**config.mk**
```make
export PLATFORM = sky130hd
export DESIGN_NAME = pmmd_decoder
export DESIGN_NICKNAME = d
export VERILOG_FILES = /design/src/rtl/pmmd_pkg.sv /design/src/rtl/pmmd_decoder.sv
export SDC_FILE = /design/constraint.sdc
export NUM_CORES = 1
export LEC_CHECK = 0
export ABC_AREA = 1
export BUFFER_PORTS_ARGS = -buffer_cell sky130_fd_sc_hd__buf_2
export CAP_MARGIN = 20
export CELL_PAD_IN_SITES_DETAIL_PLACEMENT = 0
export CELL_PAD_IN_SITES_GLOBAL_PLACEMENT = 2
export CORE_ASPECT_RATIO = 1.2
export CORE_MARGIN = 1
export CORE_UTILIZATION = 34
export DETAILED_ROUTE_END_ITERATION = 10
export PLACE_DENSITY = 0.9
export SYNTH_ARGS = -nofsm -noshare
export SYNTH_HDL_FRONTEND = slang
export SYNTH_SLANG_ARGS = --single-unit
```
**constraint.sdc**
```tcl
create_clock -name mclk_i -period 12.2 [get_ports mclk_i]
set_input_delay 1.83 -clock mclk_i [delete_from_list [all_inputs] [get_ports mclk_i]]
set_output_delay 1.83 -clock mclk_i [all_outputs]
set_load 0.01 [all_outputs]
```
**src/rtl/pmmd_pkg.sv**
```systemverilog
// Program memory map decoder: shared constants, types and port bundles.
// Assumes one clock domain; all bundles are registered on the producing side.
package pmmd_pkg;

  ////////////////////////////////////////////////////////////////////////////
  // Address space
  typedef logic [20:0] pmmd_addr_t;
  localparam pmmd_addr_t PMMD_VEC_RESET = 21'h000000;
  localparam pmmd_addr_t PMMD_VEC_HI = 21'h000008;
  localparam pmmd_addr_t PMMD_VEC_LO = 21'h000018;
  localparam pmmd_addr_t PMMD_SIZE_64K = 21'h010000;
  localparam pmmd_addr_t PMMD_SIZE_96K = 21'h018000;
  localparam pmmd_addr_t PMMD_SIZE_128K = 21'h020000;
  localparam pmmd_addr_t PMMD_CFG_SPAN = 21'h000008;
  localparam pmmd_addr_t PMMD_PC_STEP = 21'h000002;

  ////////////////////////////////////////////////////////////////////////////
  // Size straps
  localparam logic [1:0] PMMD_SZ_64K = 2'h0;
  localparam logic [1:0] PMMD_SZ_96K = 2'h1;

  ////////////////////////////////////////////////////////////////////////////
  // Bus setup byte fields
  localparam int PMMD_BIT_WAIT = 7;
  localparam int PMMD_BIT_WIDE = 6;
  localparam int PMMD_BIT_MODE_HI = 5;
  localparam int PMMD_BIT_MODE_LO = 4;
  localparam int PMMD_BIT_SHIFT = 3;
  localparam logic [7:0] PMMD_SETUP_MASK = 8'hf8;
  localparam logic [7:0] PMMD_SETUP_RESET = 8'hf8;
  localparam logic [1:0] PMMD_MODE_ONCHIP = 2'h3;
  localparam logic [1:0] PMMD_MODE_A12 = 2'h2;
  localparam logic [1:0] PMMD_MODE_A16 = 2'h1;
  localparam logic [7:0] PMMD_MEMCTL_MASK = 8'h30;
  localparam logic [7:0] PMMD_MEMCTL_RESET = 8'h00;
  localparam int PMMD_MEMCTL_WAIT_LO = 4;
  localparam int PMMD_SETUP_CFG_BYTE = 4;

  ////////////////////////////////////////////////////////////////////////////
  // Register offsets
  localparam logic [3:0] PMMD_REG_SETUP = 4'h0;
  localparam logic [3:0] PMMD_REG_MEMCTL = 4'h1;
  localparam logic [3:0] PMMD_REG_STATUS = 4'h2;
  localparam logic [3:0] PMMD_REG_PC_LO = 4'h3;
  localparam logic [3:0] PMMD_REG_PC_MID = 4'h4;
  localparam logic [3:0] PMMD_REG_PC_HI = 4'h5;

  ////////////////////////////////////////////////////////////////////////////
  // Timing
  localparam logic [2:0] PMMD_SETTLE_CYC = 3'h4;

  ////////////////////////////////////////////////////////////////////////////
  // Types
  typedef enum logic [1:0] {
    PMMD_ACC_FETCH = 2'b00,
    PMMD_ACC_TBLRD = 2'b01,
    PMMD_ACC_TBLWR = 2'b10
  } pmmd_acc_e;

  typedef enum logic [2:0] {
    PMMD_ST_SETTLE = 3'b000,
    PMMD_ST_CFG_REQ = 3'b001,
    PMMD_ST_CFG_WAIT = 3'b010,
    PMMD_ST_CFG_CAP = 3'b011,
    PMMD_ST_IDLE = 3'b100,
    PMMD_ST_FL_WAIT = 3'b101,
    PMMD_ST_FL_CAP = 3'b110,
    PMMD_ST_EXT = 3'b111
  } pmmd_state_e;

  typedef struct packed {
    logic req;
    logic we;
    logic [16:0] addr;
    logic [7:0] wdata;
  } pmmd_flash_s;

  typedef struct packed {
    logic req;
    logic we;
    pmmd_addr_t addr;
    logic [7:0] wdata;
    logic wide;
    logic wait_en;
    logic [1:0] wait_cnt;
    logic [1:0] addr_width;
  } pmmd_ext_s;

  typedef struct packed {
    logic req;
    pmmd_acc_e kind;
    pmmd_addr_t addr;
    logic [7:0] wdata;
  } pmmd_acc_s;

  typedef struct packed {
    logic req;
    logic [11:0] addr;
  } pmmd_data_s;

endpackage

```
**src/rtl/pmmd_decoder.sv**
```systemverilog
// Program memory map decoder: vectors, configuration copy and fetch routing.
// Assumes on-chip flash answers one cycle after its request, the external
// bus controller ends each access with a done pulse, straps are raw pins.
//
// The address map and the plain strobed port were decided locally.
`timescale 1ns/100ps

// Contract
// - Program counter is 21 bits, byte addressing a 2-Mbyte space.
// - In on-chip-only mode, reads between top of on-chip memory and 2 Mbytes return zero.
// - Every reset loads the program counter with 0000h.
// - High-priority interrupt fetches from 0008h, low-priority from 0018h.
// - Top four flash words hold configuration, copied into registers at reset.
// - Configuration bytes ascend; words one to three used, word four reserved.
// - Configuration block starts FFF8h, 17FF8h or 1FFF8h, eight bytes long.
// - Setup byte bits 5:4 select mode; 11 means on-chip only.
// - Extended mode address width: 10 is 12, 01 is 16, 00 is 20 bits.
// - On-chip-only mode never drives the external bus; high reads return zero.
// - 64-pin parts always run on-chip only, whatever the setup bits.
// - Extended mode routes low addresses to flash, higher ones externally.
// - Data accesses use their own path, concurrent with instruction fetch.
// - Data RAM stays fully reachable in every program memory mode.
// - Setup bit 7 set disables waits; clear uses memory control wait count.
// - Setup bit 6 set selects 16-bit data, clear selects 8-bit data.
// - Setup bit 3 shifts external addresses to start at zero.
// - Setup bits 7:3 exist only on 80-pin parts; bits 2:0 read zero.
// - Shifted external address is the address minus on-chip memory size.
// - Fetch and table accesses reach external memory only in extended mode.
module pmmd_decoder
  import pmmd_pkg::*;
(
  // Clock, reset, enable
  input wire logic mclk_i,
  input wire logic rst_i,
  input wire logic ce_i,
  // Straps from pins
  input wire logic pin80_i,
  input wire logic [1:0] size_sel_i,
  // Register port
  input wire logic [3:0] reg_addr_i,
  input wire logic [7:0] reg_wdata_i,
  input wire logic reg_wr_i,
  input wire logic reg_rd_i,
  output logic [7:0] reg_rdata_o,
  // Program counter control
  input wire logic pc_load_i,
  input wire pmmd_addr_t pc_target_i,
  input wire logic irq_hi_i,
  input wire logic irq_lo_i,
  output pmmd_addr_t pc_o,
  // Program memory access
  input wire pmmd_acc_s acc_i,
  output logic acc_ready_o,
  output logic acc_valid_o,
  output logic [15:0] acc_data_o,
  output logic cfg_done_o,
  // On-chip flash
  output pmmd_flash_s flash_o,
  input wire logic [15:0] flash_rdata_i,
  // External memory bus
  output pmmd_ext_s ext_o,
  input wire logic [15:0] ext_rdata_i,
  input wire logic ext_done_i,
  // Data memory path
  input wire pmmd_data_s data_i,
  output pmmd_data_s data_o
);

  ////////////////////////////////////////////////////////////////////////////
  // State
  typedef struct packed {
    pmmd_state_e st;
    logic [2:0] cnt;
    logic [1:0] idx;
    logic [7:0][7:0] cfg;
    logic [7:0] setup;
    logic setup_locked;
    logic [7:0] memctl;
    pmmd_addr_t pc;
    logic [2:0] s1;
    logic [2:0] s2;
    logic [2:0] s3;
    logic [2:0] filt;
    logic pin80;
    logic [1:0] size;
    pmmd_acc_e kind;
    logic [7:0] rdata;
    logic ready;
    logic valid;
    logic [15:0] data;
    logic done;
    pmmd_flash_s flash;
    pmmd_ext_s ext;
    pmmd_data_s dat;
  } pmmd_state_s;

  pmmd_state_s s_q;
  pmmd_state_s s_d;

  ////////////////////////////////////////////////////////////////////////////
  // Helpers
  function automatic pmmd_addr_t size_bytes(input logic [1:0] sz);
    pmmd_addr_t r;
    if (sz == PMMD_SZ_64K) begin
      r = PMMD_SIZE_64K;
    end else if (sz == PMMD_SZ_96K) begin
      r = PMMD_SIZE_96K;
    end else begin
      r = PMMD_SIZE_128K;
    end
    return r;
  endfunction

  function automatic pmmd_addr_t ext_map(input pmmd_addr_t a, input logic shift,
                                         input pmmd_addr_t sz, input logic [1:0] md);
    pmmd_addr_t r;
    // Shift first, then trim to the bus width
    r = shift ? pmmd_addr_t'(a - sz) : a;
    case (md)
      PMMD_MODE_A12: r = {9'h000, r[11:0]};
      PMMD_MODE_A16: r = {5'h00, r[15:0]};
      default: r = {1'b0, r[19:0]};
    endcase
    return r;
  endfunction

  ////////////////////////////////////////////////////////////////////////////
  // Decode of the current configuration
  logic [1:0] mode;
  pmmd_addr_t msize;
  pmmd_addr_t a;
  logic in_chip;

  always_comb begin
    // Short packages ignore the mode bits
    mode = s_q.pin80 ? s_q.setup[PMMD_BIT_MODE_HI:PMMD_BIT_MODE_LO]
                     : PMMD_MODE_ONCHIP;
    msize = size_bytes(s_q.size);
    // Fetches use the program counter, table accesses their own address
    a = (acc_i.kind == PMMD_ACC_FETCH) ? s_q.pc : acc_i.addr;
    in_chip = (a < msize);
  end

  ////////////////////////////////////////////////////////////////////////////
  // Next state
  always_comb begin
    s_d = s_q;
    s_d.valid = 1'b0;
    s_d.flash.req = 1'b0;
    s_d.flash.we = 1'b0;

    // Strap synchroniser: change accepted when stages two and three agree
    s_d.s1 = {pin80_i, size_sel_i};
    s_d.s2 = s_q.s1;
    s_d.s3 = s_q.s2;
    s_d.filt = (s_q.s2 & s_q.s3) | (s_q.filt & (s_q.s2 | s_q.s3));

    // Data path runs beside the fetch path, untouched by the mode
    s_d.dat = data_i;

    // External bus setup follows the setup byte
    s_d.ext.wide = s_q.setup[PMMD_BIT_WIDE];
    s_d.ext.wait_en = ~s_q.setup[PMMD_BIT_WAIT];
    s_d.ext.wait_cnt = s_q.setup[PMMD_BIT_WAIT] ? 2'h0
        : s_q.memctl[PMMD_MEMCTL_WAIT_LO +: 2];
    s_d.ext.addr_width = mode;

    // Register reads
    s_d.rdata = 8'h00;
    if (reg_rd_i) begin
      if (reg_addr_i[3]) begin
        s_d.rdata = s_q.cfg[reg_addr_i[2:0]];
      end else begin
        case (reg_addr_i)
          PMMD_REG_SETUP: s_d.rdata = s_q.pin80 ? s_q.setup : 8'h00;
          PMMD_REG_MEMCTL: s_d.rdata = s_q.memctl;
          PMMD_REG_STATUS: s_d.rdata = {s_q.done, s_q.pin80, s_q.size, mode,
                                        s_q.setup_locked, s_q.ready};
          PMMD_REG_PC_LO: s_d.rdata = s_q.pc[7:0];
          PMMD_REG_PC_MID: s_d.rdata = s_q.pc[15:8];
          PMMD_REG_PC_HI: s_d.rdata = {3'h0, s_q.pc[20:16]};
          default: s_d.rdata = 8'h00;
        endcase
      end
    end

    // Register writes; setup byte is write-once after the copy
    if (reg_wr_i) begin
      if (reg_addr_i == PMMD_REG_MEMCTL) begin
        // Only the wait count field is kept
        s_d.memctl = reg_wdata_i & PMMD_MEMCTL_MASK;
      end
      if (reg_addr_i == PMMD_REG_SETUP && s_q.done && !s_q.setup_locked && s_q.pin80) begin
        s_d.setup = reg_wdata_i & PMMD_SETUP_MASK;
        s_d.setup_locked = 1'b1;
      end
    end

    case (s_q.st)
      PMMD_ST_SETTLE: begin
        // Count out the strap filter before trusting it
        s_d.cnt = s_q.cnt + 3'h1;
        if (s_q.cnt == PMMD_SETTLE_CYC - 3'h1) begin
          // Take the filter's next value; the registered one is a cycle late
          s_d.pin80 = s_d.filt[2];
          s_d.size = s_d.filt[1:0];
          s_d.idx = 2'h0;
          s_d.st = PMMD_ST_CFG_REQ;
        end
      end

      PMMD_ST_CFG_REQ: begin
        // Block sits in the last eight bytes of flash
        s_d.flash.req = 1'b1;
        s_d.flash.addr = 17'(msize - PMMD_CFG_SPAN + {18'h0, s_q.idx, 1'b0});
        s_d.st = PMMD_ST_CFG_WAIT;
      end

      PMMD_ST_CFG_WAIT: begin
        s_d.st = PMMD_ST_CFG_CAP;
      end

      PMMD_ST_CFG_CAP: begin
        s_d.cfg[{s_q.idx, 1'b0}] = flash_rdata_i[7:0];
        s_d.cfg[{s_q.idx, 1'b1}] = flash_rdata_i[15:8];
        // Setup byte is the low byte of word three
        if ({s_q.idx, 1'b0} == 3'(PMMD_SETUP_CFG_BYTE)) begin
          s_d.setup = flash_rdata_i[7:0] & PMMD_SETUP_MASK;
        end
        if (s_q.idx == 2'h3) begin
          s_d.done = 1'b1;
          s_d.ready = 1'b1;
          s_d.st = PMMD_ST_IDLE;
        end else begin
          s_d.idx = s_q.idx + 2'h1;
          s_d.st = PMMD_ST_CFG_REQ;
        end
      end

      PMMD_ST_IDLE: begin
        // Program counter control wins over any access
        if (pc_load_i) begin
          s_d.pc = {pc_target_i[20:1], 1'b0};
        end else if (irq_hi_i) begin
          s_d.pc = PMMD_VEC_HI;
        end else if (irq_lo_i) begin
          s_d.pc = PMMD_VEC_LO;
        end else if (acc_i.req) begin
          s_d.kind = acc_i.kind;
          if (in_chip) begin
            s_d.flash.req = 1'b1;
            s_d.flash.addr = a[16:0];
            s_d.flash.wdata = acc_i.wdata;
            if (acc_i.kind == PMMD_ACC_TBLWR) begin
              s_d.flash.we = 1'b1;
              s_d.valid = 1'b1;
              s_d.data = 16'h0000;
            end else begin
              s_d.ready = 1'b0;
              s_d.st = PMMD_ST_FL_WAIT;
            end
          end else if (mode == PMMD_MODE_ONCHIP) begin
            // No external access; reads return the no-operation word
            s_d.valid = 1'b1;
            s_d.data = 16'h0000;
            if (acc_i.kind == PMMD_ACC_FETCH) begin
              s_d.pc = pmmd_addr_t'(s_q.pc + PMMD_PC_STEP);
            end
          end else begin
            s_d.ext.req = 1'b1;
            s_d.ext.we = (acc_i.kind == PMMD_ACC_TBLWR);
            s_d.ext.addr = ext_map(a, s_q.setup[PMMD_BIT_SHIFT], msize, mode);
            s_d.ext.wdata = acc_i.wdata;
            s_d.ready = 1'b0;
            s_d.st = PMMD_ST_EXT;
          end
        end
      end

      PMMD_ST_FL_WAIT: begin
        // Flash answers one cycle after its request
        s_d.st = PMMD_ST_FL_CAP;
      end

      PMMD_ST_FL_CAP: begin
        // Fetch advances only once the word is in hand
        s_d.valid = 1'b1;
        s_d.data = flash_rdata_i;
        if (s_q.kind == PMMD_ACC_FETCH) begin
          s_d.pc = pmmd_addr_t'(s_q.pc + PMMD_PC_STEP);
        end
        s_d.ready = 1'b1;
        s_d.st = PMMD_ST_IDLE;
      end

      PMMD_ST_EXT: begin
        // Request holds until the bus controller ends it
        if (ext_done_i) begin
          s_d.ext.req = 1'b0;
          s_d.ext.we = 1'b0;
          s_d.valid = 1'b1;
          s_d.data = s_q.ext.we ? 16'h0000 : ext_rdata_i;
          if (s_q.kind == PMMD_ACC_FETCH) begin
            s_d.pc = pmmd_addr_t'(s_q.pc + PMMD_PC_STEP);
          end
          s_d.ready = 1'b1;
          s_d.st = PMMD_ST_IDLE;
        end
      end

      default: begin
        s_d.st = PMMD_ST_IDLE;
      end
    endcase
  end

  ////////////////////////////////////////////////////////////////////////////
  // Registers
  always_ff @(posedge mclk_i or posedge rst_i) begin
    if (rst_i) begin
      s_q <= '0;
      s_q.st <= PMMD_ST_SETTLE;
      s_q.pc <= PMMD_VEC_RESET;
      // Setup byte starts with bits 7:3 set, which selects on-chip only mode
      s_q.setup <= PMMD_SETUP_RESET;
      s_q.memctl <= PMMD_MEMCTL_RESET;
      s_q.kind <= PMMD_ACC_FETCH;
    end else if (ce_i) begin
      s_q <= s_d;
    end
  end

  ////////////////////////////////////////////////////////////////////////////
  // Outputs
  assign reg_rdata_o = s_q.rdata;
  assign pc_o = s_q.pc;
  assign acc_ready_o = s_q.ready;
  assign acc_valid_o = s_q.valid;
  assign acc_data_o = s_q.data;
  assign cfg_done_o = s_q.done;
  assign flash_o = s_q.flash;
  assign ext_o = s_q.ext;
  assign data_o = s_q.dat;

endmodule

```
==> impl_metrics.yaml, run 1 <==
critical_path:
  worst_ep_arrival_time_ns: 4.88
  cp-end-kind: "register"
  cp-start-kind: "input port"
  r2r_end: "acc_data_o[6]$_DFFE_PP0P_"
  cp.required_ns: 12.63
  path_cells: "buf_2 -> buf_4 -> clkinv_1 -> buf_4 -> nor2_1 -> nand2_1 -> nor2_2 -> nand3_4 -> nand2_1 -> nand2_1"
  cp_slowest_cell: "nor2_2"
  cp_common_cell: "nand2_1"
  rr_startpoint: "pc_o[15]$_DFFE_PP0P_"
  rr_worst_depth: 15
  cpPeakStageDelay_ns: 0.64
  reg2reg_setup_slack_ns: 9.19
  worstPathMaxFanout: 38
  path_class: "input port to register"
synthesis:
  ys.flop_type: "dfrtp_1"
  ys_seq_area_frac: 0.4524
  synth.ff_latch_count: 223
  synth_edf_count: 0
  synth.avg_cell_area_um2: 7.636
  synth_cells: 1617
  synthesis.area_um2: 12350
  async_flop_share: 1.000
  yosys_warnings: 0
  synth_cell_types: 43
routing:
  num_vias: 10570
  routed_wl_um: 37120
  top_layer: "met4"
  via_per_inst: 4.803
  first_iter_violations: 796
  ant_nets: 0
  wl_met3_um: 2333
  drcViolationCount: 0
  drt-wirelength-per-cell_um: 16.87
  drtPass1Iterations: 5
  route.met2.wl_um: 17500
  drt-met1-wl_um: 16410
global_route:
  grt-ovfl-total: 0
  grtUsageTotal: 0.1995
  antenna_found_initial: 0
  grt_max_degree: 103
  grt_pass1_wl_um: 57290
  grt_pass1_vias: 10000
finish:
  syn2layout_area_growth_pct: 13.14
  drive_gt1_frac: 0.2171
  fin_nets: 1848
  diodes: 0
clock_tree:
  clk_latency_ns: 0.54
  cts_tree: "yes"
  cts-htree-levels: 1
  cts.sinks: 223
  root_buffer: "clkbuf_16"
  cts_resized: 0
  hold_buffers: 0
  cts_buffers: 26
  postCtsSetupRepairBufs: 0
  clockBufferDepth: 3
  clkTransAtPathRegs_ns: 0.06
die:
  initial_utilization: 0.3444
  core_area_um2: 35850
  rows: 76
  die_y_um: 210.8
  io_pins: 247
  dieArea_um2: 37090
  die_w_um: 176.0
power:
  p_per_area_nw_per_um2: 189.3
  finalPower_w: 0.002645
  max-vdd-ir-drop_mv: 0.08523
  leakagePower_nw: 7.340
placement:
  dp.final_hpwl_um: 27090
  io_buffers: 240
  gp_congestion: 0.8733
timing:
  setup_viol: 0
  period_needed_ns: 4.452
  tightest_slew_ns: 1.041
  fin_tns_setup_ns: 0
  hold_viol: 0
  rsz0062_at_grt: "false"
  max_freq_mhz: 224.6
  fin_skew_ns: 0.008902
  period_share: 0.3649
  slew_headroom: 0.3045
  timing_max_transition_violations_final: 0
worst_hold_path:
  min_path_cells: 2
  hold_start: "data_o[8]$_DFFE_PP0P_"
  min_to: "data_o[8]$_DFFE_PP0P_"
  hold_class: "register to register"
job:
  drv_cap: 0
outcome:
  status: "finished clean"
==> where the power goes <==
| group | internal [W] | switching, W | total [W] | leakage, nW |
|---|---|---|---|---|
| Combinational | 0.000256 | 0.000502 | 0.000758 | 3.99 |
| Clock | 0.000560 | 0.000326 | 0.000885 | 0.476 |
| Sequential | 0.000877 | 0.000125 | 0.00100 | 2.87 |
==> cell usage in the layout (no fill, tap or decap), types with 27 or more instances in the layout <==
cell       Yosys  layout
o21ai_1       41      41
clkbuf_16      0      27
o21ai_0      172     172
or2_2         38      38
nor2_1       115     115
nand3_1       66      66
nand4_1       37      37
nand2_1      502     502
inv_1        132     130
dfrtp_1      218     218
buf_2         10     240
==> worst max-delay path by stage <==
stage                    from                    endpoint  slack [ns]  depth (start not counted)
finish                   ce_i   acc_data_o[6]$_DFFE_PP0P_        7.75                         10
global route        acc_i[30]   acc_data_o[5]$_DFFE_PP0P_        7.39                         16
CTS                      ce_i   acc_data_o[6]$_DFFE_PP0P_        7.76                         10
detailed placement       ce_i   acc_data_o[6]$_DFFE_PP0P_        7.18                         10
global placement         ce_i  acc_data_o[14]$_DFFE_PP0P_        7.24                         10
floorplan               rst_i   acc_data_o[0]$_DFFE_PP0P_        4.27                          1
==> worst max-delay path, delay by kind of cell <==
| kind | cells | cell delay [ns] |
|---|---|---|
| buffers and inverters | 4 | 1.56 |
| and+or+nand+nor | 6 | 1.47 |
==> kinds of logic (layout without fill, tap and decap cells) <==
family,after synthesis,in the layout,synth area share
AO/OA/AOI/OAI,262,262,0.1123
XOR/XNOR,4,4,0.002838
adder cells (fa/ha/maj),13,13,0.01378
buffers and inverters,321,435,0.1403
flip-flops,223,223,0.4524
multiplexers,1,1,0.0009119
other,1,2,0.0003037
AND/OR/NAND/NOR,792,792,0.2771
==> layer usage <==
layer,track usage,up-vias
met2,0.3317,310
li1,-,5238
met3,0.03366,60
met5,0,-
met1,0.2631,4958
met4,0.06357,0
==> through the flow <==
step / area, µm² / std cells / hold slack [ns] / util / setup slack (ns)
global placement: 13000 / 2153 / 0.4494 / 0.3625 / 7.236
detailed placement: 13000 / 2153 / 0.4530 / 0.3625 / 7.175
finish: 13970 / 2200 / 0.4628 / 0.3897 / 7.748
floorplan: 12350 / 1618 / 0.4422 / - / 4.272
CTS: 13970 / 2200 / 0.4683 / 0.3897 / 7.756
global route: 13970 / 2200 / 0.4911 / 0.3897 / 7.390
==> final cells by class <==
class | count | area [µm²]
timing repair buffer | 247 | 1254
tap | 468 | 585.6
multi-input combinational | 1074 | 5032
sequential | 223 | 5587
clock inverter | 13 | 224.0
fill | 3827 | 21880
clock buffer | 34 | 752.0
inverter | 141 | 536.8
==> synthesized netlist by cell type, types with 5 or more instances <==
| master | instances | area share |
|---|---|---|
| a21oi_1 | 13 | 0.0053 |
| buf_2 | 10 | 0.0041 |
| buf_4 | 129 | 0.078 |
| clkbuf_1 | 34 | 0.010 |
| dfrtp_1 | 218 | 0.44 |
| dfstp_2 | 5 | 0.011 |
| ha_1 | 12 | 0.012 |
| inv_1 | 132 | 0.040 |
| inv_2 | 8 | 0.0024 |
| nand2_1 | 502 | 0.15 |
| nand2_2 | 7 | 0.0035 |
| nand2_4 | 5 | 0.0046 |
| nand3_1 | 66 | 0.027 |
| nand3_2 | 5 | 0.0041 |
| nand4_1 | 37 | 0.019 |
| nor2_1 | 115 | 0.035 |
| nor3_1 | 6 | 0.0024 |
| o21ai_0 | 172 | 0.070 |
| o21ai_1 | 41 | 0.017 |
| o22ai_1 | 23 | 0.012 |
| or2_2 | 38 | 0.019 |
==> sequential cells by signal, indices dropped and copies added, names as in the netlist <==
signal,count
acc_valid_o,1
data_o,13
s_d,7
ext_o,36
reg_rdata_o,8
acc_ready_o,1
pc_o,20
flash_o,27
acc_data_o,16
s_q,93
cfg_done_o,1
Note: power is estimated with default switching activity, not from simulation.
==> run 2, diff against run 1 <==
Settings changed: ABC_AREA 1 to 0, CORE_UTILIZATION 34 to 36, PLACE_DENSITY 0.9 to 0.85.
Clock period 12.2 ns to 4.6 ns, I/O delays scaled along.
==> run 2 against run 1 <==
Compared with the run above: sequential cell count stayed put; sequential share of layout area is 1.1 points higher; utilization rose by 3.1 points; register-to-register slack got worse by 7.8 ns; cell count fell by 27%; clock skew rose by 0.018 ns; combinational power up 120%; die area decreased by 9.1%; critical endpoint is now flash_o[16]$_DFFE_PP0P_; largest cell class unchanged; highest routed layer is now met5.
==> impl_metrics.yaml, run 2 <==
finish:
  layout_commonest_cell: "buf_2"
  fin_nets: 1304
  largest_reg_flops: 93
  largest-register: "s_q"
  final_cell_mix: "buf_2 (240), dfrtp_1 (218), mux2_2 (128)"
  drive_gt1_frac: 0.4007
  syn2layout_area_growth_pct: 14.70
synthesis:
  async_flop_share: 1.000
  yosys.area.top_type: "dfrtp_1"
  synth.avg_cell_area_um2: 11.09
  synth_area_leaders: "dfrtp_1 (46%), mux2_2 (12%), buf_4 (7.8%)"
  synth.ff_latch_count: 223
  synthTopCellsByCount: "dfrtp_1 (218), mux2_2 (128), buf_4 (123), o21ai_0 (71), nor2_1 (63)"
  ys.flop_type: "dfrtp_1"
  yosysTopAreaCellShare: 0.4596
  synth_edf_count: 0
  yosys_warnings: 0
  synth_cell_types: 72
  synthesis.area_um2: 11870
  synth_cells: 1070
  synth.most_common_cell: "dfrtp_1"
  ys_seq_area_frac: 0.4707
critical_path:
  cp_slowest_cell: "a2111oi_4"
  cp-start-kind: "input port"
  cpPeakStageDelay_ns: 0.52
  path_class: "input port to register"
  rr_worst_depth: 9
  reg2reg_setup_slack_ns: 1.44
  cp.required_ns: 5.01
  r2r_end: "flash_o[16]$_DFFE_PP0P_"
  worstPathMaxFanout: 18
  cp-end-kind: "register"
  rr_startpoint: "pc_o[15]$_DFFE_PP0P_"
  path_cells: "buf_2 -> nor2_2 -> mux2i_1 -> ha_1 -> fa_1 -> nor2b_1 -> a2111oi_4 -> a41oi_2 -> nor3_4 -> buf_4 -> mux2_2"
  worst_ep_arrival_time_ns: 3.71
clock_tree:
  clockBufferDepth: 3
  root_buffer: "clkbuf_16"
  clk_latency_ns: 0.54
  cts_buffers: 25
  clkTransAtPathRegs_ns: 0.06
  postCtsSetupRepairBufs: 0
  cts_resized: 0
  cts.sinks: 223
  hold_buffers: 0
  cts_tree: "yes"
  cts-htree-levels: 1
die:
  rows: 72
  die_y_um: 200.9
  die_w_um: 167.8
  dieArea_um2: 33700
  initial_utilization: 0.3670
  core_area_um2: 32340
  io_pins: 247
timing:
  rsz0062_at_grt: "false"
  period_share: 0.7171
  max_freq_mhz: 303.2
  tightest_slew_ns: 1.061
  hold_viol: 0
  slew_headroom: 0.2872
  fin_skew_ns: 0.02648
  timing_max_transition_violations_final: 0
  setup_viol: 0
  fin_tns_setup_ns: 0
  period_needed_ns: 3.299
power:
  p_per_area_nw_per_um2: 517.0
  max-vdd-ir-drop_mv: 0.2451
  finalPower_w: 0.007038
  leakagePower_nw: 6.468
routing:
  routed_wl_um: 31950
  drcViolationCount: 0
  drtPass1Iterations: 6
  num_vias: 8556
  drt-wirelength-per-cell_um: 20.02
  via_per_inst: 5.361
  ant_nets: 0
  first_iter_violations: 550
placement:
  dp.final_hpwl_um: 22660
  gp_congestion: 0.7973
  io_buffers: 240
global_route:
  grtUsageTotal: 0.1891
  grt_pass1_wl_um: 49700
  grt-ovfl-total: 0
  grt_pass1_vias: 8461
  grt_max_degree: 104
  antenna_found_initial: 3
worst_hold_path:
  hold_class: "input port to asynchronous set/reset pin"
outcome:
  status: "finished clean"
job:
  drv_cap: 0
==> run 2: changes by cell type after synthesis, sizes merged, moves of 12 or more <==
| cell | delta |
|---|---|
| nand2 | -453 |
| o21ai | -141 |
| mux2 | +136 |
| inv | -113 |
| nor2 | -59 |
| nand3 | -56 |
| or2 | -35 |
| nand4 | -31 |
| mux2i | +26 |
| a21o | +20 |
| a22oi | +20 |
| o31ai | +18 |
| mux4 | +16 |
| clkbuf | +12 |
==> run 2: cell families (layout without fill, tap and decap cells) <==
logic type,count (synthesis),in the layout,share of synthesized area
compound gates,235,235,0.1340
simple gates,204,204,0.08529
other cells,1,3,0.0003160
flops,223,223,0.4707
buf+inv,211,328,0.1073
xor+xnor,4,4,0.002952
fa+ha+maj,13,13,0.01434
mux,179,179,0.1851
==> run 2: routing by layer <==
metal | share of wire | wire length, µm | GRT usage | vias up
met2 | 0.47 | 15080 | 0.3146 | 291
li1 | - | - | - | 3929
met4 | 0.025 | 784 | 0.05603 | 4
met5 | 0.00081 | 26 | 0 | -
met1 | 0.44 | 14130 | 0.2509 | 4286
met3 | 0.060 | 1930 | 0.03312 | 46
==> run 2: cell type report <==
class	instances	area, µm²
fillers	3079	18730
multi-input cells	637	5022
diodes	1	2.502
clock inverters	16	347.8
repair buffers	255	1355
flip-flops and latches	223	5587
well taps	407	509.2
clock buffers	30	684.4
inverters	27	105.1
==> run 2: worst max-delay path by stage <==
stage	start	end	slack, ns	depth (start not counted)
floorplan	acc_i[30]	flash_o[10]$_DFFE_PP0P_	0.85	10
global placement	acc_i[30]	flash_o[19]$_DFFE_PP0P_	0.85	10
detailed placement	acc_i[30]	flash_o[16]$_DFFE_PP0P_	0.78	11
CTS	acc_i[30]	flash_o[16]$_DFFE_PP0P_	1.34	11
global route	acc_i[30]	flash_o[16]$_DFFE_PP0P_	1.15	11
finish	acc_i[30]	flash_o[16]$_DFFE_PP0P_	1.30	11
==> run 2: stage by stage <==
| step | cells | setup slack (ns) | util | instance area, µm² | hold slack (ns) |
|---|---|---|---|---|---|
| 3_5_place_dp | 1549 | 0.7764 | 0.3889 | 12580 | 0.4647 |
| 6_report | 1596 | 1.301 | 0.4209 | 13610 | 0.3640 |
| 2_1_floorplan | 1071 | 0.8500 | - | 11880 | 0.4480 |
| 3_3_place_gp | 1548 | 0.8525 | 0.3886 | 12570 | 0.4548 |
| 4_1_cts | 1595 | 1.338 | 0.4208 | 13610 | 0.3588 |
| 5_1_grt | 1595 | 1.152 | 0.4208 | 13610 | 0.3650 |
==> run 2: critical path, delay by kind of cell <==
kind	cells	cell delay [ns]
AOI/OAI and AO/OA	2	0.75
adders and majority gates	2	0.47
and+or+nand+nor	3	0.57
buffers and inverters	2	0.48
muxes	2	0.73
==> run 2: where the power goes <==
part           switching [W]  internal (W)
clock               0.000844       0.00162
sequential          0.000488       0.00243
combinational       0.000817      0.000836
==> run 3, diff against run 2 <==
Settings changed: CORE_UTILIZATION 36 to 32, PLACE_DENSITY 0.85 to 0.81.
Clock period 4.6 ns to 2.7 ns, I/O delays scaled along.
==> run 3 against run 2 <==
Compared with the run above: register-to-register slack got worse by 1.3 ns; sequential cell count did not move; total power rose by 62%; via count rose by 1.1%.
==> impl_metrics.yaml, run 3 (synthesis gave the netlist of run 2 again) <==
clock_tree:
  postCtsSetupRepairBufs: 0
  hold_buffers: 0
  clkTransAtPathRegs_ns: 0.07
  cts_buffers: 25
  root_buffer: "clkbuf_16"
  clockBufferDepth: 3
  clk_latency_ns: 0.53
  cts_resized: 0
  cts_tree: "yes"
  cts.sinks: 223
  cts-htree-levels: 1
power:
  switching_power_w: 0.003729
  p_per_area_nw_per_um2: 817.5
  max-vdd-ir-drop_mv: 0.4735
  pwr-share-seq: 0.428
  p_sw_frac: 0.3266
  leakagePower_nw: 6.689
  p_int_w: 0.007689
  finalPower_w: 0.01142
  p_clk_frac: 0.293
  p_comb_frac: 0.279
die:
  io_pins: 247
  core_area_um2: 36230
  die_w_um: 177.8
  die_y_um: 213.0
  dieArea_um2: 37870
  initial_utilization: 0.3276
  rows: 76
outcome:
  status: "finished clean"
finish:
  finish.utilization: 0.3855
  syn2layout_area_growth_pct: 17.67
  drive_gt1_frac: 0.4229
  diodes: 0
  largest-register: "s_q"
  largest_reg_flops: 93
  layout_commonest_cell: "buf_2"
  final_cell_mix: "buf_2 (240), dfrtp_1 (218), mux2_2 (103)"
  fin_nets: 1350
  final_cells: 1700
timing:
  fin_ws_ns: 0.1230
  fin_skew_ns: 0.01314
  tightest_slew_ns: 0.8295
  max_freq_mhz: 388.0
  setup_viol: 0
  slew_headroom: 0.4423
  hold_viol: 0
  period_needed_ns: 2.577
  rsz0062_at_grt: "true"
  hold_slack_ns: 0.03904
  period_share: 0.9545
  timing_max_transition_violations_final: 0
critical_path:
  startpoint: "pc_o[15]$_DFFE_PP0P_"
  cp-end-kind: "register"
  cp.required_ns: 3.11
  path_cells: "mux2i_2 -> ha_2 -> fa_2 -> nor2b_4 -> a2111oi_4 -> a41oi_2 -> nor3_4 -> buf_12 -> mux2_4"
  worst_ep_arrival_time_ns: 2.99
  critPathCapture: "flash_o[22]$_DFFE_PP0P_"
  worstPathMaxFanout: 18
  rr_worst_depth: 9
  worstSetupPathDepth: 9
  cpPeakStageDelay_ns: 0.41
  rr_startpoint: "pc_o[15]$_DFFE_PP0P_"
  path_class: "register to register"
  cp_slowest_cell: "dfrtp_1"
  reg2reg_setup_slack_ns: 0.12
  critPathBufInv: 1
  cp-start-kind: "register"
  r2r_end: "flash_o[22]$_DFFE_PP0P_"
  path_delay_family: "compound AO/OA/AOI/OAI gates"
routing:
  routed_wl_um: 33900
  drtPass1Iterations: 5
  first_iter_violations: 540
  ant_nets: 0
  drcViolationCount: 0
  num_vias: 8652
  via_per_inst: 5.089
  drt-wirelength-per-cell_um: 19.94
global_route:
  met3_usage: 0.02902
  grtUsageTotal: 0.1786
  grt_max_degree: 135
  antenna_found_initial: 2
  busiest_layer: "met2"
  grt-ovfl-total: 0
  met2_usage: 0.2963
  grt_pass1_vias: 8638
  grt_pass1_wl_um: 51810
  met1_usage: 0.2412
placement:
  io_buffers: 240
  pre_cts_ws_ns: -0.2706
  dp.final_hpwl_um: 24510
  gp_congestion: 0.8560
  dp_cells: 1656
worst_hold_path:
  hold_class: "input port to asynchronous set/reset pin"
job:
  drv_cap: 0
## run 3: cell type report
type / instances / area [µm²]
flip-flops and latches: 223 / 5587
multi-input cells: 637 / 5152
well taps: 468 / 585.6
clock inverters: 8 / 72.57
repair buffers: 301 / 1747
fillers: 3590 / 22260
clock buffers: 36 / 716.9
inverters: 27 / 105.1
## run 3: metal layers
layer	part of all wire	wire, µm
met5	0.00077	26
met4	0.021	703
met1	0.45	15240
met3	0.060	2019
met2	0.47	15910
## run 3: power groups by stage
stage	Clock, W	Combinational, W	Sequential, W
floorplan	0	0.00255	0.00457
global placement	0	0.00314	0.00491
detailed placement	0	0.00321	0.00495
CTS	0.00344	0.00322	0.00489
global route	0.00358	0.00350	0.00500
finish	0.00335	0.00318	0.00489
## run 3: worst min-delay path by stage
stage	startpoint	endpoint	depth (start not counted)
floorplan	s_q[225]$_DFFE_PP0P_	s_q[225]$_DFFE_PP0P_	1
global placement	acc_data_o[2]$_DFFE_PP0P_	acc_data_o[2]$_DFFE_PP0P_	1
detailed placement	ext_o[33]$_DFFE_PP0P_	ext_o[33]$_DFFE_PP0P_	2
CTS	rst_i	ext_o[5]$_DFFE_PP0P_	3
global route	data_i[3]	data_o[3]$_DFFE_PP0P_	2
finish	rst_i	ext_o[5]$_DFFE_PP0P_	3
## run 3: per-stage QoR
step | TNS [ns] | cell area (µm²)
after global placement | -6.919 | 13180
after global routing | -0.002532 | 13970
after floorplan | -145.99 | 12030
after CTS | 0 | 13970
after detailed placement | -9.898 | 13180
final | 0 | 13970
## run 3: worst reg2reg max path: cells and delay by family, from the launching register on
family	cells	cell delay [ns]
multiplexers	2	0.52
AO/OA/AOI/OAI	2	0.52
adder cells (fa/ha/maj)	2	0.47
flip-flops	1	0.41
AND/OR/NAND/NOR	2	0.32
buffers and inverters	1	0.21
